**src/hw/t16_regs.svh**
```systemverilog
// Register offsets, field positions, reset values and mode codes of the 16-bit timer.
`ifndef T16_REGS_SVH
`define T16_REGS_SVH

`define T16_ADDR_W 6
`define T16_OFF_CTRL_A 6'h00
`define T16_OFF_CTRL_B 6'h04
`define T16_OFF_COUNT_LO 6'h08
`define T16_OFF_COUNT_HI 6'h0C
`define T16_OFF_CAPT_LO 6'h10
`define T16_OFF_CAPT_HI 6'h14
`define T16_OFF_FLAG 6'h18
`define T16_OFF_MASK 6'h1C
`define T16_OFF_COMP_CS 6'h20

`define T16_BYTE 7:0
`define T16_WGML_RNG 1:0
`define T16_CS_RNG 2:0
`define T16_WGMH_RNG 4:3
`define T16_EDGE_BIT 6
`define T16_NF_BIT 7
`define T16_OVF_BIT 0
`define T16_CAP_BIT 5
`define T16_COMPARATOR_CAPTURE_SELECT_BIT 2
`define T16_STRB_LO 0

`define T16_CS_STOP 3'h0
`define T16_CS_DIV1 3'h1
`define T16_CS_DIV8 3'h2
`define T16_CS_DIV64 3'h3
`define T16_CS_DIV256 3'h4
`define T16_CS_DIV1024 3'h5
`define T16_CS_EXT_FALL 3'h6
`define T16_CS_EXT_RISE 3'h7

`define T16_PRE_W 10
`define T16_PRE_M8 10'h007
`define T16_PRE_M64 10'h03F
`define T16_PRE_M256 10'h0FF
`define T16_PRE_M1024 10'h3FF
`define T16_PRE_ONE 10'h001

`define T16_WGM_NORMAL 4'h0
`define T16_WGM_PC8 4'h1
`define T16_WGM_PC9 4'h2
`define T16_WGM_PC10 4'h3
`define T16_WGM_CTC_A 4'h4
`define T16_WGM_FP8 4'h5
`define T16_WGM_FP9 4'h6
`define T16_WGM_FP10 4'h7
`define T16_WGM_PFC_ICR 4'h8
`define T16_WGM_PFC_A 4'h9
`define T16_WGM_PC_ICR 4'hA
`define T16_WGM_PC_A 4'hB
`define T16_WGM_CTC_ICR 4'hC
`define T16_WGM_FP_ICR 4'hE
`define T16_WGM_FP_A 4'hF

`define T16_MAX 16'hFFFF
`define T16_BOTTOM 16'h0000
`define T16_TOP8 16'h00FF
`define T16_TOP9 16'h01FF
`define T16_TOP10 16'h03FF
`define T16_ONE 16'h0001

`define T16_RST_BYTE 8'h00
`define T16_RST_WORD 16'h0000
`define T16_RST_DATA 32'h00000000
`define T16_RESP_OKAY 2'h0
`define T16_RESP_SLVERR 2'h2
`define T16_FILT_N 4

`endif

```
**src/hw/t16_pkg.sv**
```systemverilog
// Types shared by the 16-bit timer modules.
package t16_pkg;

  typedef logic [3:0] t16_wgm_t;

  // Control register B fields as software sees them.
  typedef struct packed {
    logic noise_en;
    logic edge_rise;
    logic [1:0] wgm_hi;
    logic [2:0] clk_sel;
  } t16_ctrlb_t;

  // Sticky event flags.
  typedef struct packed {
    logic capture;
    logic overflow;
  } t16_flags_t;

  // Pending write held by the bus slave.
  typedef struct packed {
    logic [5:0] addr;
    logic [31:0] data;
    logic strb_lo;
  } t16_wreq_t;

endpackage

```
**src/hw/t16_trig_sync.sv**
```systemverilog
// Pin sampler, optional four-sample noise filter and edge detector.
`timescale 1ns/10ps
`default_nettype none
`include "t16_regs.svh"

module t16_trig_sync
  import t16_pkg::*;
(
  // Clock and reset
  input wire logic clk_i,
  input wire logic reset_i,
  // Control
  input wire logic filter_en_i,
  input wire logic rising_i,
  input wire logic enable_i,
  // Signal
  input wire logic raw_i,
  output logic level_o,
  output logic edge_o
);

  logic s1_q, s2_q, s3_q;
  logic lvl_q;
  logic [`T16_FILT_N-2:0] hist_q;
  logic filt_q;
  logic prev_q;
  logic edge_q;
  logic out_lvl;

  always_ff @(posedge clk_i) begin
    if (reset_i) begin
      s1_q <= 1'b0;
      s2_q <= 1'b0;
      s3_q <= 1'b0;
    end else begin
      s1_q <= raw_i;
      s2_q <= s1_q;
      s3_q <= s2_q;
    end
  end

  // A change is accepted once the second and third stages agree.
  always_ff @(posedge clk_i) begin
    if (reset_i) begin
      lvl_q <= 1'b0;
    end else if (s2_q == s3_q) begin
      lvl_q <= s3_q;
    end
  end

  // Output moves only when all four samples agree; costs four cycles.
  always_ff @(posedge clk_i) begin
    if (reset_i) begin
      hist_q <= '0;
      filt_q <= 1'b0;
    end else begin
      hist_q <= {hist_q[`T16_FILT_N-3:0], lvl_q};
      if (&{hist_q, lvl_q}) begin
        filt_q <= 1'b1;
      end else if (~|{hist_q, lvl_q}) begin
        filt_q <= 1'b0;
      end
    end
  end

  assign out_lvl = filter_en_i ? filt_q : lvl_q;

  always_ff @(posedge clk_i) begin
    if (reset_i) begin
      prev_q <= 1'b0;
      edge_q <= 1'b0;
    end else begin
      prev_q <= out_lvl;
      edge_q <= enable_i & (rising_i ? (out_lvl & ~prev_q) : (~out_lvl & prev_q));
    end
  end

  assign level_o = out_lvl;
  assign edge_o = edge_q;

endmodule // t16_trig_sync

`default_nettype wire

```
**src/hw/t16_timer.sv**
```systemverilog
// 16-bit timer/counter with input capture and an AXI4-Lite register slave.
//
// Implementation choices: the address map and the AXI4-Lite slave port.
`timescale 1ns/10ps
`default_nettype none
`include "t16_regs.svh"

// Function
// - Clock select field picks timer clock
// - Counter has count, direction, clear, top, bottom
// - Count upper byte goes through holding register
// - Each timer clock clears, increments or decrements
// - Select zero stops; access still works
// - Software count write beats clear and count
// - Four-bit waveform mode split across A and B
// - Overflow flag set per mode, requests interrupt
// - Selected trigger edge copies count to capture
// - Capture flag set with the copy
// - Enabled capture flag interrupts; ack or one clears
// - Capture lower byte read loads holding register
// - Capture writable only in capture-top modes
// - Comparator select routes comparator as trigger
// - Trigger sampled like the external clock pin
// - Filter changes only when four samples agree
// - Filter adds four system cycles, system clock
// - Trigger path disabled in capture-top modes
// - Port-driven pin level also triggers capture
// - New capture overwrites unread value
// - One holding register shared by all words
// - Lower byte write loads whole word at once
module t16_timer
  import t16_pkg::*;
(
  // Clock and reset
  input wire logic clk_i,
  input wire logic reset_i,
  // AXI4-Lite write address and data
  input wire logic s_axi_awvalid_i,
  output logic s_axi_awready_o,
  input wire logic [`T16_ADDR_W-1:0] s_axi_awaddr_i,
  input wire logic [2:0] s_axi_awprot_i,
  input wire logic s_axi_wvalid_i,
  output logic s_axi_wready_o,
  input wire logic [31:0] s_axi_wdata_i,
  input wire logic [3:0] s_axi_wstrb_i,
  // AXI4-Lite write response
  output logic s_axi_bvalid_o,
  input wire logic s_axi_bready_i,
  output logic [1:0] s_axi_bresp_o,
  // AXI4-Lite read
  input wire logic s_axi_arvalid_i,
  output logic s_axi_arready_o,
  input wire logic [`T16_ADDR_W-1:0] s_axi_araddr_i,
  input wire logic [2:0] s_axi_arprot_i,
  output logic s_axi_rvalid_o,
  input wire logic s_axi_rready_i,
  output logic [31:0] s_axi_rdata_o,
  output logic [1:0] s_axi_rresp_o,
  // Pins
  input wire logic external_clock_pin_i,
  input wire logic capture_pin_i,
  input wire logic comparator_output_i,
  // Interrupt requests and their execution acknowledges
  output logic overflow_irq_o,
  input wire logic overflow_irq_ack_i,
  output logic capture_irq_o,
  input wire logic capture_irq_ack_i
);

  ////////////////////////////////////////////////////////////////////////////////
  // Registers

  logic [1:0] wgm_lo_q;
  t16_ctrlb_t ctrlb_q;
  logic [15:0] count_q;
  logic [15:0] capt_q;
  logic [7:0] temp_q;
  t16_flags_t flags_q;
  t16_flags_t mask_q;
  logic comparator_capture_select_q;
  logic dir_down_q;
  logic [`T16_PRE_W-1:0] pre_q;

  t16_wgm_t wgm;
  assign wgm = {ctrlb_q.wgm_hi, wgm_lo_q};

  // True for the modes in which the capture register sets the ceiling.
  function automatic logic capt_is_top(input t16_wgm_t m);
    capt_is_top = (m == `T16_WGM_PFC_ICR) || (m == `T16_WGM_PC_ICR) ||
                  (m == `T16_WGM_CTC_ICR) || (m == `T16_WGM_FP_ICR);
  endfunction

  function automatic logic dual_slope(input t16_wgm_t m);
    dual_slope = (m == `T16_WGM_PC8) || (m == `T16_WGM_PC9) || (m == `T16_WGM_PC10) ||
                 (m == `T16_WGM_PFC_ICR) || (m == `T16_WGM_PFC_A) ||
                 (m == `T16_WGM_PC_ICR) || (m == `T16_WGM_PC_A);
  endfunction

  ////////////////////////////////////////////////////////////////////////////////
  // AXI4-Lite slave

  t16_wreq_t wreq_q;
  logic aw_full_q, w_full_q, bvalid_q;
  logic [1:0] bresp_q;
  logic rvalid_q;
  logic [31:0] rdata_q;
  logic [1:0] rresp_q;
  logic do_wr, do_rd;
  logic wr_lo;
  logic [7:0] wbyte;

  assign s_axi_awready_o = ~aw_full_q & ~bvalid_q;
  assign s_axi_wready_o = ~w_full_q & ~bvalid_q;
  assign s_axi_arready_o = ~rvalid_q;
  assign do_wr = aw_full_q & w_full_q & ~bvalid_q;
  assign do_rd = s_axi_arvalid_i & ~rvalid_q;
  assign wr_lo = do_wr & wreq_q.strb_lo;
  assign wbyte = wreq_q.data[`T16_BYTE];

  function automatic logic mapped(input logic [`T16_ADDR_W-1:0] a);
    case (a)
      `T16_OFF_CTRL_A, `T16_OFF_CTRL_B, `T16_OFF_COUNT_LO, `T16_OFF_COUNT_HI,
      `T16_OFF_CAPT_LO, `T16_OFF_CAPT_HI, `T16_OFF_FLAG, `T16_OFF_MASK,
      `T16_OFF_COMP_CS: mapped = 1'b1;
      default: mapped = 1'b0;
    endcase
  endfunction

  // Address and data are taken in either order and held until both are in.
  always_ff @(posedge clk_i) begin
    if (reset_i) begin
      aw_full_q <= 1'b0;
      w_full_q <= 1'b0;
      wreq_q <= '0;
    end else begin
      if (s_axi_awvalid_i && s_axi_awready_o) begin
        aw_full_q <= 1'b1;
        wreq_q.addr <= s_axi_awaddr_i;
      end else if (do_wr) begin
        aw_full_q <= 1'b0;
      end
      if (s_axi_wvalid_i && s_axi_wready_o) begin
        w_full_q <= 1'b1;
        wreq_q.data <= s_axi_wdata_i;
        wreq_q.strb_lo <= s_axi_wstrb_i[`T16_STRB_LO];
      end else if (do_wr) begin
        w_full_q <= 1'b0;
      end
    end
  end

  always_ff @(posedge clk_i) begin
    if (reset_i) begin
      bvalid_q <= 1'b0;
      bresp_q <= `T16_RESP_OKAY;
    end else if (do_wr) begin
      bvalid_q <= 1'b1;
      bresp_q <= mapped(wreq_q.addr) ? `T16_RESP_OKAY : `T16_RESP_SLVERR;
    end else if (s_axi_bready_i) begin
      bvalid_q <= 1'b0;
    end
  end

  // Upper-byte locations return the holding register, not the live word.
  always_ff @(posedge clk_i) begin
    if (reset_i) begin
      rvalid_q <= 1'b0;
      rdata_q <= `T16_RST_DATA;
      rresp_q <= `T16_RESP_OKAY;
    end else if (do_rd) begin
      rvalid_q <= 1'b1;
      rresp_q <= mapped(s_axi_araddr_i) ? `T16_RESP_OKAY : `T16_RESP_SLVERR;
      rdata_q <= `T16_RST_DATA;
      case (s_axi_araddr_i)
        `T16_OFF_CTRL_A: rdata_q[`T16_WGML_RNG] <= wgm_lo_q;
        `T16_OFF_CTRL_B: begin
          rdata_q[`T16_CS_RNG] <= ctrlb_q.clk_sel;
          rdata_q[`T16_WGMH_RNG] <= ctrlb_q.wgm_hi;
          rdata_q[`T16_EDGE_BIT] <= ctrlb_q.edge_rise;
          rdata_q[`T16_NF_BIT] <= ctrlb_q.noise_en;
        end
        `T16_OFF_COUNT_LO: rdata_q[`T16_BYTE] <= count_q[`T16_BYTE];
        `T16_OFF_CAPT_LO: rdata_q[`T16_BYTE] <= capt_q[`T16_BYTE];
        `T16_OFF_COUNT_HI, `T16_OFF_CAPT_HI: rdata_q[`T16_BYTE] <= temp_q;
        `T16_OFF_FLAG: begin
          rdata_q[`T16_OVF_BIT] <= flags_q.overflow;
          rdata_q[`T16_CAP_BIT] <= flags_q.capture;
        end
        `T16_OFF_MASK: begin
          rdata_q[`T16_OVF_BIT] <= mask_q.overflow;
          rdata_q[`T16_CAP_BIT] <= mask_q.capture;
        end
        `T16_OFF_COMP_CS: rdata_q[`T16_COMPARATOR_CAPTURE_SELECT_BIT] <= comparator_capture_select_q;
        default: rdata_q <= `T16_RST_DATA;
      endcase
    end else if (s_axi_rready_i) begin
      rvalid_q <= 1'b0;
    end
  end

  assign s_axi_bvalid_o = bvalid_q;
  assign s_axi_bresp_o = bresp_q;
  assign s_axi_rvalid_o = rvalid_q;
  assign s_axi_rdata_o = rdata_q;
  assign s_axi_rresp_o = rresp_q;

  ////////////////////////////////////////////////////////////////////////////////
  // Control registers

  always_ff @(posedge clk_i) begin
    if (reset_i) begin
      wgm_lo_q <= '0;
      ctrlb_q <= '0;
      mask_q <= '0;
      comparator_capture_select_q <= 1'b0;
    end else if (wr_lo) begin
      case (wreq_q.addr)
        `T16_OFF_CTRL_A: wgm_lo_q <= wbyte[`T16_WGML_RNG];
        `T16_OFF_CTRL_B: begin
          ctrlb_q.clk_sel <= wbyte[`T16_CS_RNG];
          ctrlb_q.wgm_hi <= wbyte[`T16_WGMH_RNG];
          ctrlb_q.edge_rise <= wbyte[`T16_EDGE_BIT];
          ctrlb_q.noise_en <= wbyte[`T16_NF_BIT];
        end
        `T16_OFF_MASK: begin
          mask_q.overflow <= wbyte[`T16_OVF_BIT];
          mask_q.capture <= wbyte[`T16_CAP_BIT];
        end
        `T16_OFF_COMP_CS: comparator_capture_select_q <= wbyte[`T16_COMPARATOR_CAPTURE_SELECT_BIT];
        default: comparator_capture_select_q <= comparator_capture_select_q;
      endcase
    end
  end

  // One holding register serves every upper-byte transfer. A write in the same
  // cycle as a lower-byte read wins, since software ordering cannot overlap them.
  always_ff @(posedge clk_i) begin
    if (reset_i) begin
      temp_q <= `T16_RST_BYTE;
    end else if (wr_lo && (wreq_q.addr == `T16_OFF_COUNT_HI ||
                           wreq_q.addr == `T16_OFF_CAPT_HI)) begin
      temp_q <= wbyte;
    end else if (do_rd && s_axi_araddr_i == `T16_OFF_COUNT_LO) begin
      temp_q <= count_q[15:8];
    end else if (do_rd && s_axi_araddr_i == `T16_OFF_CAPT_LO) begin
      temp_q <= capt_q[15:8];
    end
  end

  ////////////////////////////////////////////////////////////////////////////////
  // Timer clock selection

  logic ext_edge;
  logic cnt_tick;

  t16_trig_sync u_ext_clk (
    .clk_i(clk_i),
    .reset_i(reset_i),
    .filter_en_i(1'b0),
    .rising_i(ctrlb_q.clk_sel == `T16_CS_EXT_RISE),
    .enable_i(1'b1),
    .raw_i(external_clock_pin_i),
    .level_o(),
    .edge_o(ext_edge)
  );

  always_ff @(posedge clk_i) begin
    if (reset_i || ctrlb_q.clk_sel == `T16_CS_STOP) begin
      pre_q <= '0;
    end else begin
      pre_q <= pre_q + `T16_PRE_ONE;
    end
  end

  always_comb begin
    case (ctrlb_q.clk_sel)
      `T16_CS_STOP: cnt_tick = 1'b0;
      `T16_CS_DIV1: cnt_tick = 1'b1;
      `T16_CS_DIV8: cnt_tick = (pre_q & `T16_PRE_M8) == `T16_PRE_M8;
      `T16_CS_DIV64: cnt_tick = (pre_q & `T16_PRE_M64) == `T16_PRE_M64;
      `T16_CS_DIV256: cnt_tick = (pre_q & `T16_PRE_M256) == `T16_PRE_M256;
      `T16_CS_DIV1024: cnt_tick = (pre_q & `T16_PRE_M1024) == `T16_PRE_M1024;
      default: cnt_tick = ext_edge;
    endcase
  end

  ////////////////////////////////////////////////////////////////////////////////
  // Counter unit

  logic [15:0] top;
  logic at_top, at_bottom;
  logic cnt_clear, cnt_strobe, cnt_down;
  logic ovf_event;

  always_comb begin
    case (wgm)
      `T16_WGM_PC8, `T16_WGM_FP8: top = `T16_TOP8;
      `T16_WGM_PC9, `T16_WGM_FP9: top = `T16_TOP9;
      `T16_WGM_PC10, `T16_WGM_FP10: top = `T16_TOP10;
      `T16_WGM_PFC_ICR, `T16_WGM_PC_ICR, `T16_WGM_CTC_ICR, `T16_WGM_FP_ICR: top = capt_q;
      default: top = `T16_MAX;
    endcase
  end

  assign at_top = (count_q == top);
  assign at_bottom = (count_q == `T16_BOTTOM);

  // Direction turns at the ends of a dual-slope sequence.
  always_comb begin
    cnt_down = 1'b0;
    if (dual_slope(wgm)) begin
      cnt_down = at_top ? 1'b1 : (at_bottom ? 1'b0 : dir_down_q);
    end
  end

  assign cnt_strobe = cnt_tick;
  assign cnt_clear = cnt_tick & ~dual_slope(wgm) & at_top;

  always_ff @(posedge clk_i) begin
    if (reset_i) begin
      dir_down_q <= 1'b0;
    end else if (cnt_tick) begin
      dir_down_q <= cnt_down;
    end
  end

  always_ff @(posedge clk_i) begin
    if (reset_i) begin
      count_q <= `T16_RST_WORD;
    end else if (wr_lo && wreq_q.addr == `T16_OFF_COUNT_LO) begin
      count_q <= {temp_q, wbyte};
    end else if (cnt_clear) begin
      count_q <= `T16_RST_WORD;
    end else if (cnt_strobe) begin
      count_q <= cnt_down ? count_q - `T16_ONE : count_q + `T16_ONE;
    end
  end

  // Normal and clear-on-match modes overflow at MAX, fast PWM at its top,
  // dual-slope modes at bottom.
  always_comb begin
    if (dual_slope(wgm)) begin
      ovf_event = cnt_tick & at_bottom & dir_down_q;
    end else if (wgm == `T16_WGM_NORMAL || wgm == `T16_WGM_CTC_A ||
                 wgm == `T16_WGM_CTC_ICR) begin
      ovf_event = cnt_tick & (count_q == `T16_MAX);
    end else begin
      ovf_event = cnt_tick & at_top;
    end
  end

  ////////////////////////////////////////////////////////////////////////////////
  // Input capture

  logic trig_raw;
  logic capt_edge;
  logic capt_wr;

  // With comparator select clear, the pin input is what the edge detector sees, whether the outside world or
  // the port's own output drives it.
  assign trig_raw = comparator_capture_select_q ? comparator_output_i : capture_pin_i;

  t16_trig_sync u_capt_sync (
    .clk_i(clk_i),
    .reset_i(reset_i),
    .filter_en_i(ctrlb_q.noise_en),
    .rising_i(ctrlb_q.edge_rise),
    .enable_i(~capt_is_top(wgm)),
    .raw_i(trig_raw),
    .level_o(),
    .edge_o(capt_edge)
  );

  assign capt_wr = wr_lo && wreq_q.addr == `T16_OFF_CAPT_LO && capt_is_top(wgm);

  always_ff @(posedge clk_i) begin
    if (reset_i) begin
      capt_q <= `T16_RST_WORD;
    end else if (capt_edge) begin
      capt_q <= count_q;
    end else if (capt_wr) begin
      capt_q <= {temp_q, wbyte};
    end
  end

  ////////////////////////////////////////////////////////////////////////////////
  // Flags and interrupt requests

  logic flag_wr;
  assign flag_wr = wr_lo && wreq_q.addr == `T16_OFF_FLAG;

  // A set in the same cycle as a clear wins.
  always_ff @(posedge clk_i) begin
    if (reset_i) begin
      flags_q <= '0;
    end else begin
      if (ovf_event) begin
        flags_q.overflow <= 1'b1;
      end else if (overflow_irq_ack_i || (flag_wr && wbyte[`T16_OVF_BIT])) begin
        flags_q.overflow <= 1'b0;
      end
      if (capt_edge) begin
        flags_q.capture <= 1'b1;
      end else if (capture_irq_ack_i || (flag_wr && wbyte[`T16_CAP_BIT])) begin
        flags_q.capture <= 1'b0;
      end
    end
  end

  assign overflow_irq_o = flags_q.overflow & mask_q.overflow;
  assign capture_irq_o = flags_q.capture & mask_q.capture;

endmodule // t16_timer

`default_nettype wire

```
**config.mk**
```make
export PLATFORM = sky130hd
export DESIGN_NAME = t16_timer
export DESIGN_NICKNAME = d
export VERILOG_FILES = /design/src/hw/t16_pkg.sv /design/src/hw/t16_trig_sync.sv /design/src/hw/t16_timer.sv
export VERILOG_INCLUDE_DIRS = /design/src /design/src/hw
export SDC_FILE = /design/constraint.sdc
export NUM_CORES = 1
export LEC_CHECK = 0
export BUFFER_PORTS_ARGS = -buffer_cell sky130_fd_sc_hd__buf_2
export CORE_AREA = 2 2 127 104
export DETAILED_ROUTE_END_ITERATION = 16
export DIE_AREA = 0 0 129 106
export PLACE_DENSITY = 0.75
export SLEW_MARGIN = 15
export SYNTH_ARGS = -nofsm -noshare
export SYNTH_HDL_FRONTEND = slang
export SYNTH_SLANG_ARGS = --single-unit
```
**constraint.sdc**
```tcl
create_clock -name clk_i -period 4.2 [get_ports clk_i]
set_clock_uncertainty 0.05 [all_clocks]
set_input_delay 0.42 -clock clk_i [delete_from_list [all_inputs] [get_ports clk_i]]
set_output_delay 0.42 -clock clk_i [all_outputs]
set_load 0.005 [all_outputs]
```
==> impl_metrics.ini <==
[status]
status = finished, final reports clean

[final_layout]
fillers = 1202
layout_commonest_cell = dfxtp_1
final_util_pct = 54.2
diodes = 0
drive_above_1_share_pct = 14.1
syn_to_final_growth_pct = 10.2
finalNetCount = 868
mostFrequentLayoutCells = dfxtp_1, nor2_1, nand2_1

[die]
coreArea_mm2 = 0.0125
rows = 37
die_h_um = 106
die_x_um = 129
initial_utilization_pct = 49.2
io_pins = 109
die_area_mm2 = 0.0137

[clock_tree]
clk_pin_slew_ns = 0.08
clock-sinks = 110
cts_buffer_depth = 2
root_buffer = clkbuf_16
clk_latency_ns = 0.36
cts_tree = done
cts_buffers = 9
htreeDepth = 3
cts-resized-gates = 0
postCtsSetupBuffers = 0
hold_buffers = 0

[timing]
finalCriticalPeriod_ns = 3.97
fin_crit_sh_pct = 94.5
fin_tns_setup_ns = 0
rsz0062_at_grt = false
hold_viol = 0
drv_slew = 0
fmax_mhz = 252
setup_viol = 0
setup_ws_ns = 0.232
slew_headroom_pct = 38.7
tightest_slew_ns = 0.912

[global_routing]
grt_max_degree = 87
grt_use_total_pct = 24.0
grt_pass1_wl_um = 25900
grt_pass1_vias = 4971
antenna_found_initial = 0
grt_overflow = 0

[yosys]
synth_cell_types = 64
ys_seq_elements = 110
synth-edff-count = 0
ys.flop_type = dfxtp_1
syn_area_per_cell_um2 = 8.20
syn_inst = 753
synth_area_mm2 = 0.00617
ys_seq_area_share_pct = 35.7
yosys_warnings = 0
async_flop_share_pct = 0
synth_top_cell_area_share_pct = 35.7
synthTopCellsByArea = dfxtp_1, mux2i_1, nor2_1
synth.largest_area_cell = dfxtp_1

[setup_path]
path_class = flip-flop to flip-flop
r2r-start = wgm_lo_q[1]
startpoint = wgm_lo_q[1]
worstPathArrival_ns = 4.13
critPathRequiredTime_ns = 4.36
start_kind = flip-flop
crit_path_end_kind = flip-flop
critical_path_peak_fanout = 7

[detailed_routing]
antenna_left = 0
finalWirelength_um = 16300
drt-vias-per-instance = 5.77
drt_iter0_drc = 504
firstDrtPassIters = 6
vias = 5570
avgRoutedWirePerCell_um = 16.9
drc = 0

[job]
max_cap_viol_count = 0

[placement]
dpl.hpwl_um = 11300
place_congestion = 0.935
pre_cts_ws_ns = 0.163
port_buffers = 49

[power_and_ir_drop]
power.total_w = 0.00207
power_density_mw_per_mm2 = 304
peakVddDrop_mv = 0.178
p_leak_nw = 2.62

[worst_hold_path]
worst_hold_startpoint = s_axi_rready_i
hp-class = input pin to flip-flop
## report_power, final
| part | internal [W] | switching, W |
|---|---|---|
| logic | 0.0000451 | 0.0000729 |
| registers | 0.00106 | 0.0000305 |
| clock network | 0.000421 | 0.000440 |
## critical path: stages, from the launching register on
cell      delay, ns
dfxtp_1        0.43
nor3_1         0.44
nor3_1         0.11
o211ai_1       0.31
nor3_1         0.08
nand3_1        0.16
a21oi_2        0.10
buf_4          0.16
fa_1           0.39
a21o_1         0.17
a21oi_1        0.19
o21bai_1       0.12
o21a_1         0.20
o41a_1         0.40
a31oi_1        0.22
xor2_1         0.18
o32ai_1        0.10
## worst paths after layout
check,depth (start not counted),slack [ns],end
worst min-delay path,2,0.20,s_axi_rvalid_o
worst max-delay path,16,0.23,count_q[14]
worst min register to register,1,0.40,u_capt_sync.s2_q
worst max register to register,16,0.23,count_q[14]
## cell type report
type                    instances  area, um^2  area share, %
clock inverters                 7        75.1           1.10
clock buffers                   9         225           3.31
inverters                      12        45.0          0.662
multi-input cells             583        3640           53.4
well taps                     175         219           3.22
repair buffers                 69         398           5.85
flip-flops and latches        110        2210           32.4
## flip-flops by register name, indices dropped and copies added (netlist names), 2 cells and up
register and flops:
wgm_lo_q 2, count_q 16, pre_q 10, temp_q 8
capt_q 16, mask_q 2, wreq_q 7, u_capt_sync.hist_q 3
ctrlb_q 7, s_axi_rdata_o 8, flags_q 2, wbyte 8
## through the flow
stage,hold slack [ns],instances,instance area (um^2)
6_report,0.196,965,6810
5_1_grt,0.196,965,6810
4_1_cts,0.187,965,6790
3_5_place_dp,0.379,949,6480
3_3_place_gp,0.375,949,6480
2_1_floorplan,0.364,778,6270
## cells by family after synthesis
kind of cell,share of synthesized area (%)
AND/OR/NAND/NOR,22.7
multiplexers,7.94
flip-flops,35.7
other,0.0607
XOR/XNOR,4.26
buffers and inverters,7.27
adder cells (fa/ha/maj),3.57
AO/OA/AOI/OAI,18.6
## synth_stat cells (2+ instances only)
cell type,n
and4_1,2
mux2_2,8
a222oi_1,8
o41ai_1,2
nand3_1,22
a31oi_1,14
nor2b_1,13
ha_1,16
nor3_4,2
a311oi_1,2
inv_1,12
nor2_1,101
dfxtp_1,110
o21ai_0,18
clkbuf_1,31
nor3b_1,3
xnor2_1,14
a21oi_1,60
o31ai_1,8
nand2_1,74
a21o_1,8
o21a_1,4
buf_4,29
nor3_1,17
and3_1,7
nand3b_1,2
mux2i_1,40
buf_2,11
nor3_2,2
o21bai_1,3
nand2b_1,3
a22oi_1,11
nor2_2,2
and2_1,6
a221oi_1,3
nand4bb_1,4
nand4_1,6
nor4_1,7
or2_2,2
a32oi_1,3
xor2_1,16
o32ai_1,2
a211oi_1,21
or3_1,4
## layer usage
layer  track usage (%)  vias up  wire [um]  part of all wire (%)
li1                  -     2710          -                     -
met1              35.6     2554       7560                    46
met2              33.9      272       6630                    41
met3              5.28       34       1680                    10
met4              8.46        0        427                   2.6
met5                 0        -          0                     0
Power figures use the tool's default switching activity.
